## config.mk

```make
export PLATFORM = sky130hd
export DESIGN_NAME = peba_host
export DESIGN_NICKNAME = d
export VERILOG_FILES = /design/src/design/peba_pkg.sv /design/src/design/peba_host.sv /design/src/design/peba_sync.sv
export SDC_FILE = /design/constraint.sdc
export NUM_CORES = 1
export LEC_CHECK = 0
export BUFFER_PORTS_ARGS = -buffer_cell sky130_fd_sc_hd__buf_2
export CAP_MARGIN = 20
export CORE_MARGIN = 2
export CORE_UTILIZATION = 50
export DETAILED_ROUTE_END_ITERATION = 8
export HOLD_SLACK_MARGIN = 0.12
export PLACE_DENSITY_LB_ADDON = 0.15
export SETUP_SLACK_MARGIN = 0.5
export SYNTH_ARGS = -nofsm -noshare
export SYNTH_HDL_FRONTEND = slang
export SYNTH_SLANG_ARGS = --single-unit
```

## constraint.sdc

```tcl
create_clock -name clk -period 3.8 [get_ports clk]
set_clock_uncertainty 0.1 [all_clocks]
set_input_delay 1.14 -clock clk [delete_from_list [all_inputs] [get_ports clk]]
set_output_delay 1.14 -clock clk [all_outputs]
set_load 0.01 [all_outputs]
```

## src/design/peba_pkg.sv

```systemverilog
// Purpose: constants for the host-side controller of a parallel byte-wide eeprom
// Assumes: 50 MHz clock, 20 ns period
// Notes: device pins are driven by the controller; device map held here
//
// Summary of operation
// - write starts by write or chip enable low pulse, output enable high
// - host starts new access only after detecting end of write or reaching the write-cycle timeout
// - chip enable low, output enable at 12 V, 10 ms write pulse clears all
// - high voltage on id pin maps 7e0..7ff to 32-byte id area
package peba_pkg;
    localparam int ADDR_W = 11;
    localparam int DATA_W = 8;
    localparam int CLK_NS = 20;
    // strobe timing, printed in ns
    localparam int SETUP_NS = 50;
    localparam int PULSE_NS = 100;
    localparam int HOLD_NS = 50;
    localparam int ACC_NS = 150;
    localparam int FLOAT_NS = 50;
    localparam int SETUP_CYC = (SETUP_NS + CLK_NS - 1) / CLK_NS;
    localparam int PULSE_CYC = (PULSE_NS + CLK_NS - 1) / CLK_NS;
    localparam int HOLD_CYC = (HOLD_NS + CLK_NS - 1) / CLK_NS;
    localparam int ACC_CYC = (ACC_NS + CLK_NS - 1) / CLK_NS + 2;
    localparam int FLOAT_CYC = (FLOAT_NS + CLK_NS - 1) / CLK_NS;
    // write cycle limits in us, chip clear pulse in ms, power-on delay in ms
    localparam int WC_STD_US = 1000;
    localparam int WC_FAST_US = 200;
    localparam int CLEAR_MS = 10;
    localparam int PON_MS = 5;
    localparam int WC_STD_CYC = WC_STD_US * 1000 / CLK_NS;
    localparam int WC_FAST_CYC = WC_FAST_US * 1000 / CLK_NS;
    localparam int CLEAR_CYC = CLEAR_MS * 1000000 / CLK_NS;
    localparam int PON_CYC = PON_MS * 1000000 / CLK_NS;
    localparam logic [10:0] ID_BASE = 11'h7e0;
    localparam logic [10:0] ID_LAST = 11'h7ff;
    localparam int MSB = 7;
    localparam int TMR_W = 24;
    typedef enum logic [1:0] {
        PEBA_OP_READ,
        PEBA_OP_WRITE,
        PEBA_OP_CLEAR
    } peba_op_type;
endpackage

```

## src/design/peba_host.sv

```systemverilog
// Purpose: host controller issuing reads, byte writes and chip clear to the eeprom
// Assumes: device pins reach the board directly; 50 MHz clock
// Notes: busy line is open drain with external pull-up
`timescale 1ns/1ns
module peba_host #(
    parameter int WC_CYC = peba_pkg::WC_STD_CYC,
    parameter int CLEAR_CYC = peba_pkg::CLEAR_CYC,
    parameter int PON_CYC = peba_pkg::PON_CYC
) (
    input wire logic clk,
    input wire logic srst,
    input wire logic req_valid,
    output logic req_ready,
    input wire peba_pkg::peba_op_type req_op,
    input wire logic [10:0] req_addr,
    input wire logic [7:0] req_wdata,
    input wire logic req_id_area,
    output logic rsp_valid,
    output logic [7:0] rsp_rdata,
    output logic rsp_timeout,
    output logic [10:0] byte_address,
    output logic chip_enable_n,
    output logic output_enable_n,
    output logic write_enable_n,
    output logic oe_high_voltage,
    output logic id_select_high_voltage_pin,
    input wire logic [7:0] data_pins_in,
    output logic [7:0] data_pins_out,
    output logic data_pins_oe_n,
    input wire logic write_done_flag
);
    // ========================================
    // state
    // ========================================
    typedef enum logic [3:0] {
        PEBA_S_PON, PEBA_S_IDLE, PEBA_S_RD_ACC, PEBA_S_RD_END, PEBA_S_WR_SET,
        PEBA_S_WR_PULSE, PEBA_S_WR_HOLD, PEBA_S_POLL, PEBA_S_CLR_SET,
        PEBA_S_CLR_PULSE, PEBA_S_CLR_HOLD, PEBA_S_DONE
    } peba_state_type;

    peba_state_type state_reg;
    logic [peba_pkg::TMR_W-1:0] tmr_reg;
    logic [7:0] wdata_reg;
    logic [7:0] data_s;
    logic busy_s;
    logic tmr_zero;

    peba_sync #(.W(9), .INIT(9'h100)) u_sync (
        .clk(clk),
        .srst(srst),
        .d({write_done_flag, data_pins_in}),
        .q({busy_s, data_s})
    );

    assign tmr_zero = (tmr_reg == '0);
    assign req_ready = (state_reg == PEBA_S_IDLE);

    function automatic logic [peba_pkg::TMR_W-1:0] cyc(input int n);
        cyc = peba_pkg::TMR_W'(n - 1);
    endfunction

    // ========================================
    // sequencer
    // ========================================
    always_ff @(posedge clk) begin
        if (srst) begin
            state_reg <= PEBA_S_PON;
            tmr_reg <= '0;
        end else begin
            if (!tmr_zero) begin
                tmr_reg <= tmr_reg - 1'b1;
            end
            case (state_reg)
                PEBA_S_PON: begin
                    if (tmr_zero) begin
                        tmr_reg <= cyc(PON_CYC);
                        state_reg <= PEBA_S_DONE;
                    end
                end
                PEBA_S_DONE: begin
                    if (tmr_zero) begin
                        state_reg <= PEBA_S_IDLE;
                    end
                end
                PEBA_S_IDLE: begin
                    if (req_valid) begin
                        case (req_op)
                            peba_pkg::PEBA_OP_WRITE: begin
                                state_reg <= PEBA_S_WR_SET;
                                tmr_reg <= cyc(peba_pkg::SETUP_CYC);
                            end
                            peba_pkg::PEBA_OP_CLEAR: begin
                                state_reg <= PEBA_S_CLR_SET;
                                tmr_reg <= cyc(peba_pkg::SETUP_CYC);
                            end
                            default: begin
                                state_reg <= PEBA_S_RD_ACC;
                                tmr_reg <= cyc(peba_pkg::ACC_CYC);
                            end
                        endcase
                    end
                end
                PEBA_S_RD_ACC: begin
                    if (tmr_zero) begin
                        state_reg <= PEBA_S_RD_END;
                        tmr_reg <= cyc(peba_pkg::FLOAT_CYC);
                    end
                end
                PEBA_S_RD_END: begin
                    if (tmr_zero) begin
                        state_reg <= PEBA_S_IDLE;
                    end
                end
                PEBA_S_WR_SET: begin
                    if (tmr_zero) begin
                        state_reg <= PEBA_S_WR_PULSE;
                        tmr_reg <= cyc(peba_pkg::PULSE_CYC);
                    end
                end
                PEBA_S_WR_PULSE: begin
                    if (tmr_zero) begin
                        state_reg <= PEBA_S_WR_HOLD;
                        tmr_reg <= cyc(peba_pkg::HOLD_CYC);
                    end
                end
                PEBA_S_WR_HOLD: begin
                    if (tmr_zero) begin
                        state_reg <= PEBA_S_POLL;
                        tmr_reg <= cyc(WC_CYC);
                    end
                end
                // wait for release of busy or timeout
                PEBA_S_POLL: begin
                    if (busy_s || tmr_zero) begin
                        state_reg <= PEBA_S_IDLE;
                    end
                end
                PEBA_S_CLR_SET: begin
                    if (tmr_zero) begin
                        state_reg <= PEBA_S_CLR_PULSE;
                        tmr_reg <= cyc(CLEAR_CYC);
                    end
                end
                PEBA_S_CLR_PULSE: begin
                    if (tmr_zero) begin
                        state_reg <= PEBA_S_CLR_HOLD;
                        tmr_reg <= cyc(peba_pkg::SETUP_CYC);
                    end
                end
                PEBA_S_CLR_HOLD: begin
                    if (tmr_zero) begin
                        state_reg <= PEBA_S_IDLE;
                    end
                end
                default: begin
                    state_reg <= PEBA_S_IDLE;
                end
            endcase
        end
    end

    // ========================================
    // pin drive
    // ========================================
    always_ff @(posedge clk) begin
        if (srst) begin
            byte_address <= '0;
            wdata_reg <= '0;
            id_select_high_voltage_pin <= 1'b0;
        end else if (state_reg == PEBA_S_IDLE && req_valid) begin
            byte_address <= req_addr;
            wdata_reg <= req_wdata;
            id_select_high_voltage_pin <= req_id_area && (req_addr >= peba_pkg::ID_BASE);
        end
    end

    always_ff @(posedge clk) begin
        if (srst) begin
            chip_enable_n <= 1'b1;
            output_enable_n <= 1'b1;
            write_enable_n <= 1'b1;
            oe_high_voltage <= 1'b0;
            data_pins_out <= '0;
            data_pins_oe_n <= 1'b1;
        end else begin
            chip_enable_n <= !(state_reg == PEBA_S_RD_ACC || state_reg == PEBA_S_WR_SET ||
                state_reg == PEBA_S_WR_PULSE || state_reg == PEBA_S_CLR_SET ||
                state_reg == PEBA_S_CLR_PULSE || state_reg == PEBA_S_CLR_HOLD);
            output_enable_n <= !(state_reg == PEBA_S_RD_ACC);
            // write pulse with output enable high
            write_enable_n <= !(state_reg == PEBA_S_WR_PULSE || state_reg == PEBA_S_CLR_PULSE);
            oe_high_voltage <= (state_reg == PEBA_S_CLR_SET || state_reg == PEBA_S_CLR_PULSE ||
                state_reg == PEBA_S_CLR_HOLD);
            data_pins_out <= wdata_reg;
            data_pins_oe_n <= !(state_reg == PEBA_S_WR_SET || state_reg == PEBA_S_WR_PULSE ||
                state_reg == PEBA_S_WR_HOLD);
        end
    end

    // ========================================
    // answer
    // ========================================
    always_ff @(posedge clk) begin
        if (srst) begin
            rsp_valid <= 1'b0;
            rsp_rdata <= '0;
            rsp_timeout <= 1'b0;
        end else begin
            rsp_valid <= 1'b0;
            if (state_reg == PEBA_S_RD_ACC && tmr_zero) begin
                rsp_valid <= 1'b1;
                rsp_rdata <= data_s;
                rsp_timeout <= 1'b0;
            end else if (state_reg == PEBA_S_POLL && (busy_s || tmr_zero)) begin
                rsp_valid <= 1'b1;
                rsp_timeout <= !busy_s;
            end else if (state_reg == PEBA_S_CLR_HOLD && tmr_zero) begin
                rsp_valid <= 1'b1;
                rsp_timeout <= 1'b0;
            end
        end
    end

    // output enable high during write pulse
    chk_we_oe_excl: assert property (@(posedge clk) disable iff (srst)
        !write_enable_n |-> output_enable_n)
        else $error("write strobe with output enable low");
    // no bus fight: host drives only while device output enable high
    chk_bus_contention: assert property (@(posedge clk) disable iff (srst)
        !data_pins_oe_n |-> output_enable_n)
        else $error("host drives data while output enable low");
    chk_poll_quiet: assert property (@(posedge clk) disable iff (srst)
        (state_reg == PEBA_S_POLL) |-> (chip_enable_n && write_enable_n && !req_ready))
        else $error("access during write cycle");
    // no request taken in first 8 cycles of power-on window
    chk_pon_lock: assert property (@(posedge clk) disable iff (srst)
        $rose(state_reg == PEBA_S_DONE) |-> !req_ready [*8])
        else $error("ready during power-on delay");
    chk_we_pulse: assert property (@(posedge clk) disable iff (srst)
        ($fell(write_enable_n) && !oe_high_voltage) |-> !write_enable_n [*5] ##1 write_enable_n)
        else $error("write pulse width wrong");
    // clear has chip enable low and high voltage
    chk_clear_qual: assert property (@(posedge clk) disable iff (srst)
        (!write_enable_n && oe_high_voltage) |-> !chip_enable_n)
        else $error("clear pulse without chip enable");
    // data stable while write strobe rises
    chk_data_hold: assert property (@(posedge clk) disable iff (srst)
        $rose(write_enable_n) && !oe_high_voltage |-> !data_pins_oe_n && $stable(data_pins_out))
        else $error("data not held at write end");
    chk_poll_bound: assert property (@(posedge clk) disable iff (srst)
        (state_reg == PEBA_S_POLL && tmr_zero && !busy_s) |=> (rsp_valid && rsp_timeout && req_ready))
        else $error("poll not ended with timeout at write limit");
endmodule

```

## src/design/peba_sync.sv

```systemverilog
// Purpose: two flip-flop synchroniser for pin inputs
// Assumes: single clock domain
// Notes: first stage is read only by the second
`timescale 1ns/1ns
module peba_sync #(
    parameter int W = 1,
    parameter logic [W-1:0] INIT = '0
) (
    input wire logic clk,
    input wire logic srst,
    input wire logic [W-1:0] d,
    output logic [W-1:0] q
);
    logic [W-1:0] meta_reg;
    always_ff @(posedge clk) begin
        if (srst) begin
            meta_reg <= INIT;
            q <= INIT;
        end else begin
            meta_reg <= d;
            q <= meta_reg;
        end
    end
endmodule

```

=== Word-level counts from Yosys, hierarchy flattened ===
Index checks and enable logic that the tools add are counted.

* Register bits after elaboration: 89
* Bits of input ports: 34
* Output and inout bits: 36
* Word-level logic and storage cells: 96

* Add/sub/neg operators: 1
* $lt $le $gt $ge: 1
* Equal/unequal tests: 23
* Multiplexer cells: 26
* Reduce and logical (&&, ||, !) cells: 29

{| class="wikitable"
|+ Operators by type and width
! cell !! number
|-
| $mux 24 || 7
|-
| $pmux 24 s6 || 1
|-
| $mux 4 || 11
|-
| $pmux 4 s10 || 1
|-
| $logic_not 24->1 || 1
|-
| $sub 24x1->24 const B || 1
|-
| $ne 2x2->1 const B || 9
|-
| $eq 4x3->1 const B || 4
|-
| $eq 4x4->1 const B || 4
|-
| $ge 11x11->1 const B || 1
|-
| $logic_or 1x1->1 || 11
|-
| $reduce_and 10->1 || 1
|-
| $eq 4x2->1 const B || 2
|-
| $pmux 4 s2 || 1
|-
| $reduce_or 3->1 || 2
|-
| $logic_and 1x1->1 || 5
|-
| $logic_not 1->1 || 5
|-
| $mux 1 || 5
|-
| $eq 4x1->1 const B || 1
|-
| $logic_not 4->1 || 1
|-
| $reduce_or 2->1 || 2
|-
| $eq 2x1->1 const B || 1
|-
| $eq 2x2->1 const B || 1
|-
| $ne 2x1->1 const B || 1
|-
| $reduce_bool 2->1 || 1
|}

=== Depth between registers and ports, before layout ===
* Depth after elaboration: 7
* Mapped depth: 11
* Mapped depth without buffers: 10

=== Hierarchy ===
From an unflattened synthesis, not the netlist that was laid out.

* Cell total of the unflattened synthesis: 479
* Area total of the unflattened synthesis: 4020.1 µm²

{| class="wikitable"
|+ By module, submodules not included
! module !! instances !! cells an instance !! area an instance (µm²) !! sequential area each (µm²)
|-
| peba_host || 1 || 442 || 3527.1 || 1421.4
|-
| peba_sync || 1 || 37 || 493.0 || 360.3
|}

=== Worst setup path after synthesis ===
OpenSTA, ideal clock, no wires.

* Path type: register to register
* From: reg tmr_reg[0] (netlist name)
* To: reg tmr_reg[14] (netlist name)
* Setup time: 0.086 ns
* Arrival time: 2.640 ns
* Data required time: 3.614 ns
* Slack: 0.974 ns
* Stages on the path, launching flop included: 10
* Buffers on the path: 1
* Period minus slack after synthesis: 2.826 ns
* Cells stage by stage: dfxtp_1 inv_1 ha_1 or4b_1 or4_4 buf_6 nor2_8 inv_4 or4b_4 a221oi_2

* Cells in the longest elaborated chain, start to end: 4
* Elaborated cells between the ends (all ways): 10
* Those cells by class: add/sub: 1; mux: 8; reduce/logical: 1

{| class="wikitable"
|+ Ends and longest elaborated chain
! item !! line !! text
|-
| start, declared || peba_host.sv:42 || <nowiki>logic [peba_pkg::TMR_W-1:0] tmr_reg;</nowiki>
|-
| start signal, assigned || peba_host.sv:71 || <nowiki>tmr_reg <= tmr_reg - 1'b1;</nowiki>
|-
| start signal, assigned || peba_host.sv:76 || <nowiki>tmr_reg <= cyc(PON_CYC);</nowiki>
|-
| start signal, assigned || peba_host.sv:90 || <nowiki>tmr_reg <= cyc(peba_pkg::SETUP_CYC);</nowiki>
|-
| $sub 24x1->24 / $logic_not 24->1 (equally long branches) || peba_host.sv:71, peba_host.sv:55 ||
|-
| $mux 24 || peba_host.sv:70 || <nowiki>if (!tmr_zero) begin</nowiki>
|-
| $mux 24 (tied with other cells) || peba_host.sv:104, peba_host.sv:121, peba_host.sv:145 ||
|-
| $pmux 24 s6 * || peba_host.sv:73 || <nowiki>case (state_reg)</nowiki>
|}

Every way passes the cells marked *; elsewhere a longest branch is shown, timed or not.
A chain may end at the register's enable or synchronous reset.

=== Worst setup path after layout ===
Same ends and word-level chain as after synthesis.

==> results.json <==
{
  "synth-seq-cells": 89,
  "post_cts_resized": 0,
  "worstHoldPathType": "flop to flop",
  "dp_hpwl_mm": 6.41,
  "worst-setup-path-type": "flop to flop",
  "avgRoutedWirePerCell_um": 15.1,
  "io-pin-count": 70,
  "start_util": 0.512,
  "grt_pass1_vias": 3346,
  "fin_tns_setup_ps": 0,
  "post-synth-top-area-cell": "dfxtp_1",
  "leakage_nw": 1.87,
  "synth.top_cells.by_count": "dfxtp_1 (89), nand2_1 (56), a21oi_1 (37), nor2_1 (35), nor2b_1 (32)",
  "worstHoldStart": "u_sync.meta_reg[8]",
  "yosysMostFrequentCell": "dfxtp_1",
  "cts.reportedPaths.clkPinSlew_ps": 100,
  "antenna_cells": 0,
  "cap_violations": 0,
  "cts_tree": "built",
  "synthFlopType": "dfxtp_1",
  "synthCells": 447,
  "clock-sinks": 89,
  "die_y_um": 92.7,
  "drc_errors": 0,
  "cts_buffers": 9,
  "reg2reg_depth": 8,
  "final_max_slew_viol_count": 0,
  "cp-end-kind": "flop",
  "finalCriticalPeriod_ps": 3110,
  "critPathMaxFanout": 13,
  "yosys_warnings": 0,
  "cp-endpoint": "tmr_reg[14]",
  "grt_max_degree": 53,
  "fin_crit_sh": 0.818,
  "synth_edf_count": 0,
  "routed_wl_mm": 9.26,
  "antenna_left": 0,
  "powerDensity_nw_per_um2": 701,
  "critPathLaunchType": "flop",
  "clk_latency_ps": 360,
  "rrSetupSlack_ps": 690,
  "drive_gt1_frac": 0.214,
  "design.core.area_sq_um": 7690,
  "largest_register_ffs": 23,
  "holdWs_ps": 309,
  "postSynth.asyncResetShare": 0,
  "die_w_um": 92.7,
  "arrival_ps": 3290,
  "drt-initial-drc-count": 242,
  "area_growth_pct": 16.1,
  "crit_path_start": "tmr_reg[0]",
  "syn_avg_cell_area_sq_um": 8.81,
  "setup_violations": 0,
  "tightest_slew_ps": 706,
  "fmax_mhz": 322,
  "core.rowCount": 32,
  "grt_pass1_wl_mm": 15.7,
  "antenna_found_initial": 0,
  "rr_startpoint": "tmr_reg[0]",
  "clock_tree.buffer_depth": 2,
  "vias": 3550,
  "finalHoldViolCount": 0,
  "die_area_sq_um": 8600,
  "grt_overflow": 0,
  "finalNetCount": 548,
  "relSlewSlack": 0.529,
  "synth_cell_types": 60,
  "ys_top_cells_by_area": "dfxtp_1 (45%), nand2_1 (5.3%), nor2b_1 (5.1%), a21oi_1 (4.7%), nor2_1 (3.3%)",
  "viasPerCell": 5.77,
  "worstPathRequired_ps": 3980,
  "cts_hold_buffers": 0,
  "grt_use_total": 0.228,
  "first_pass_iters": 5,
  "status": "finished, final reports clean",
  "rr_endpoint": "tmr_reg[14]",
  "clk_root_buffer_cell": "clkbuf_8",
  "synth_top_cell_area_share": 0.453,
  "cts_setup_buffers": 0,
  "rsz0062_at_grt": "no",
  "seq_area_frac_synth": 0.453,
  "io_buffers": 69,
  "globalplace.congestion": 0.937,
  "htree_levels": 3,
  "synth_area_sq_um": 3940,
  "syn-num-nets": 487,
  "peakVddDrop_mv": 0.384
}
## cell usage in the layout, fill, tap and decap left out, types with 4 or more instances in the layout
cell type  instances
a221oi_1           4
ha_1               6
clkbuf_8           9
nand2b_1           4
and3_1             4
or2_2              4
or3_1              8
mux2i_1           10
inv_1              9
nor2b_1           32
a211oi_1           7
nor3_1            10
dfxtp_1           88
buf_2             69
nor2_1            35
nand2_1           56
o21ai_0           12
a21oi_1           37
xnor2_1            9
and2_1             4
nand4_1            4
nand3_1            9
nor4_1             8
a2111oi_0          8
buf_4              8
## routing by layer
| layer | track usage | vias to the layer above | wire (um) |
|---|---|---|---|
| met2 | 0.353 | 170 | 4240 |
| met4 | 0.0931 | 0 | 204 |
| met5 | 0 | - | 0 |
| met3 | 0.0578 | 23 | 749 |
| li1 | - | 1719 | - |
| met1 | 0.304 | 1638 | 4070 |
## area by class of cell
cell class / count / area [sq um]
Clock inverter: 7 / 95.1
Inverter: 10 / 40.0
Fill cell: 726 / 3120
Tap cell: 102 / 128
Clock buffer: 9 / 124
Multi-Input combinational cell: 321 / 2000
Timing Repair Buffer: 77 / 405
Sequential cell: 89 / 1780
## power breakdown
group          leakage (nW)  switching [mW]  total, mW  internal (mW)
Sequential            0.726           0.116       1.19           1.07
Clock                 0.111           0.373      0.697          0.325
Combinational          1.03           0.804       1.32          0.516
Total                  1.87            1.29       3.20           1.91
## kinds of logic (layout without fill, tap and decap cells)
group                      count (synthesis)  in the layout  share of synthesized area
xor gates and xnor gates                   9              9                     0.0200
adders and majority gates                  6              6                     0.0191
DFF                                       89             89                      0.453
buffers and inverters                     37            103                     0.0401
muxes                                     11             11                     0.0283
AOI/OAI and AO/OA                        100            100                      0.177
and+or+nand+nor                          195            195                      0.263
## metrics by stage
step,util,power (mW),setup slack [ps],cell area [sq um],instances
after detailed placement,0.566,2.50,724,4350,599
final,0.595,3.20,693,4570,615
after CTS,0.595,3.21,567,4570,615
after global placement,0.566,2.48,798,4350,599
after floorplan,-,2.18,974,3940,447
after global routing,0.595,3.42,583,4570,615
## how the worst min path moves through the flow
stage | slack [ps] | end | cells past startpoint
3_5_place_dp | 290 | u_sync.q[8] | 1
6_report | 310 | u_sync.q[8] | 1
2_1_floorplan | 290 | u_sync.q[8] | 1
3_3_place_gp | 300 | u_sync.q[8] | 1
5_1_grt | 360 | u_sync.q[6] | 1
4_1_cts | 310 | u_sync.q[8] | 1
## worst max-delay path: stages (launching register included)
cell and delay [ps]:
dfxtp_1 340, inv_1 130, ha_1 170, or4b_1 500, or4_4 640, nor2_8 260
inv_4 110, or4b_4 550, a221oi_2 230
No activity file was read; power rests on OpenSTA's default activity.
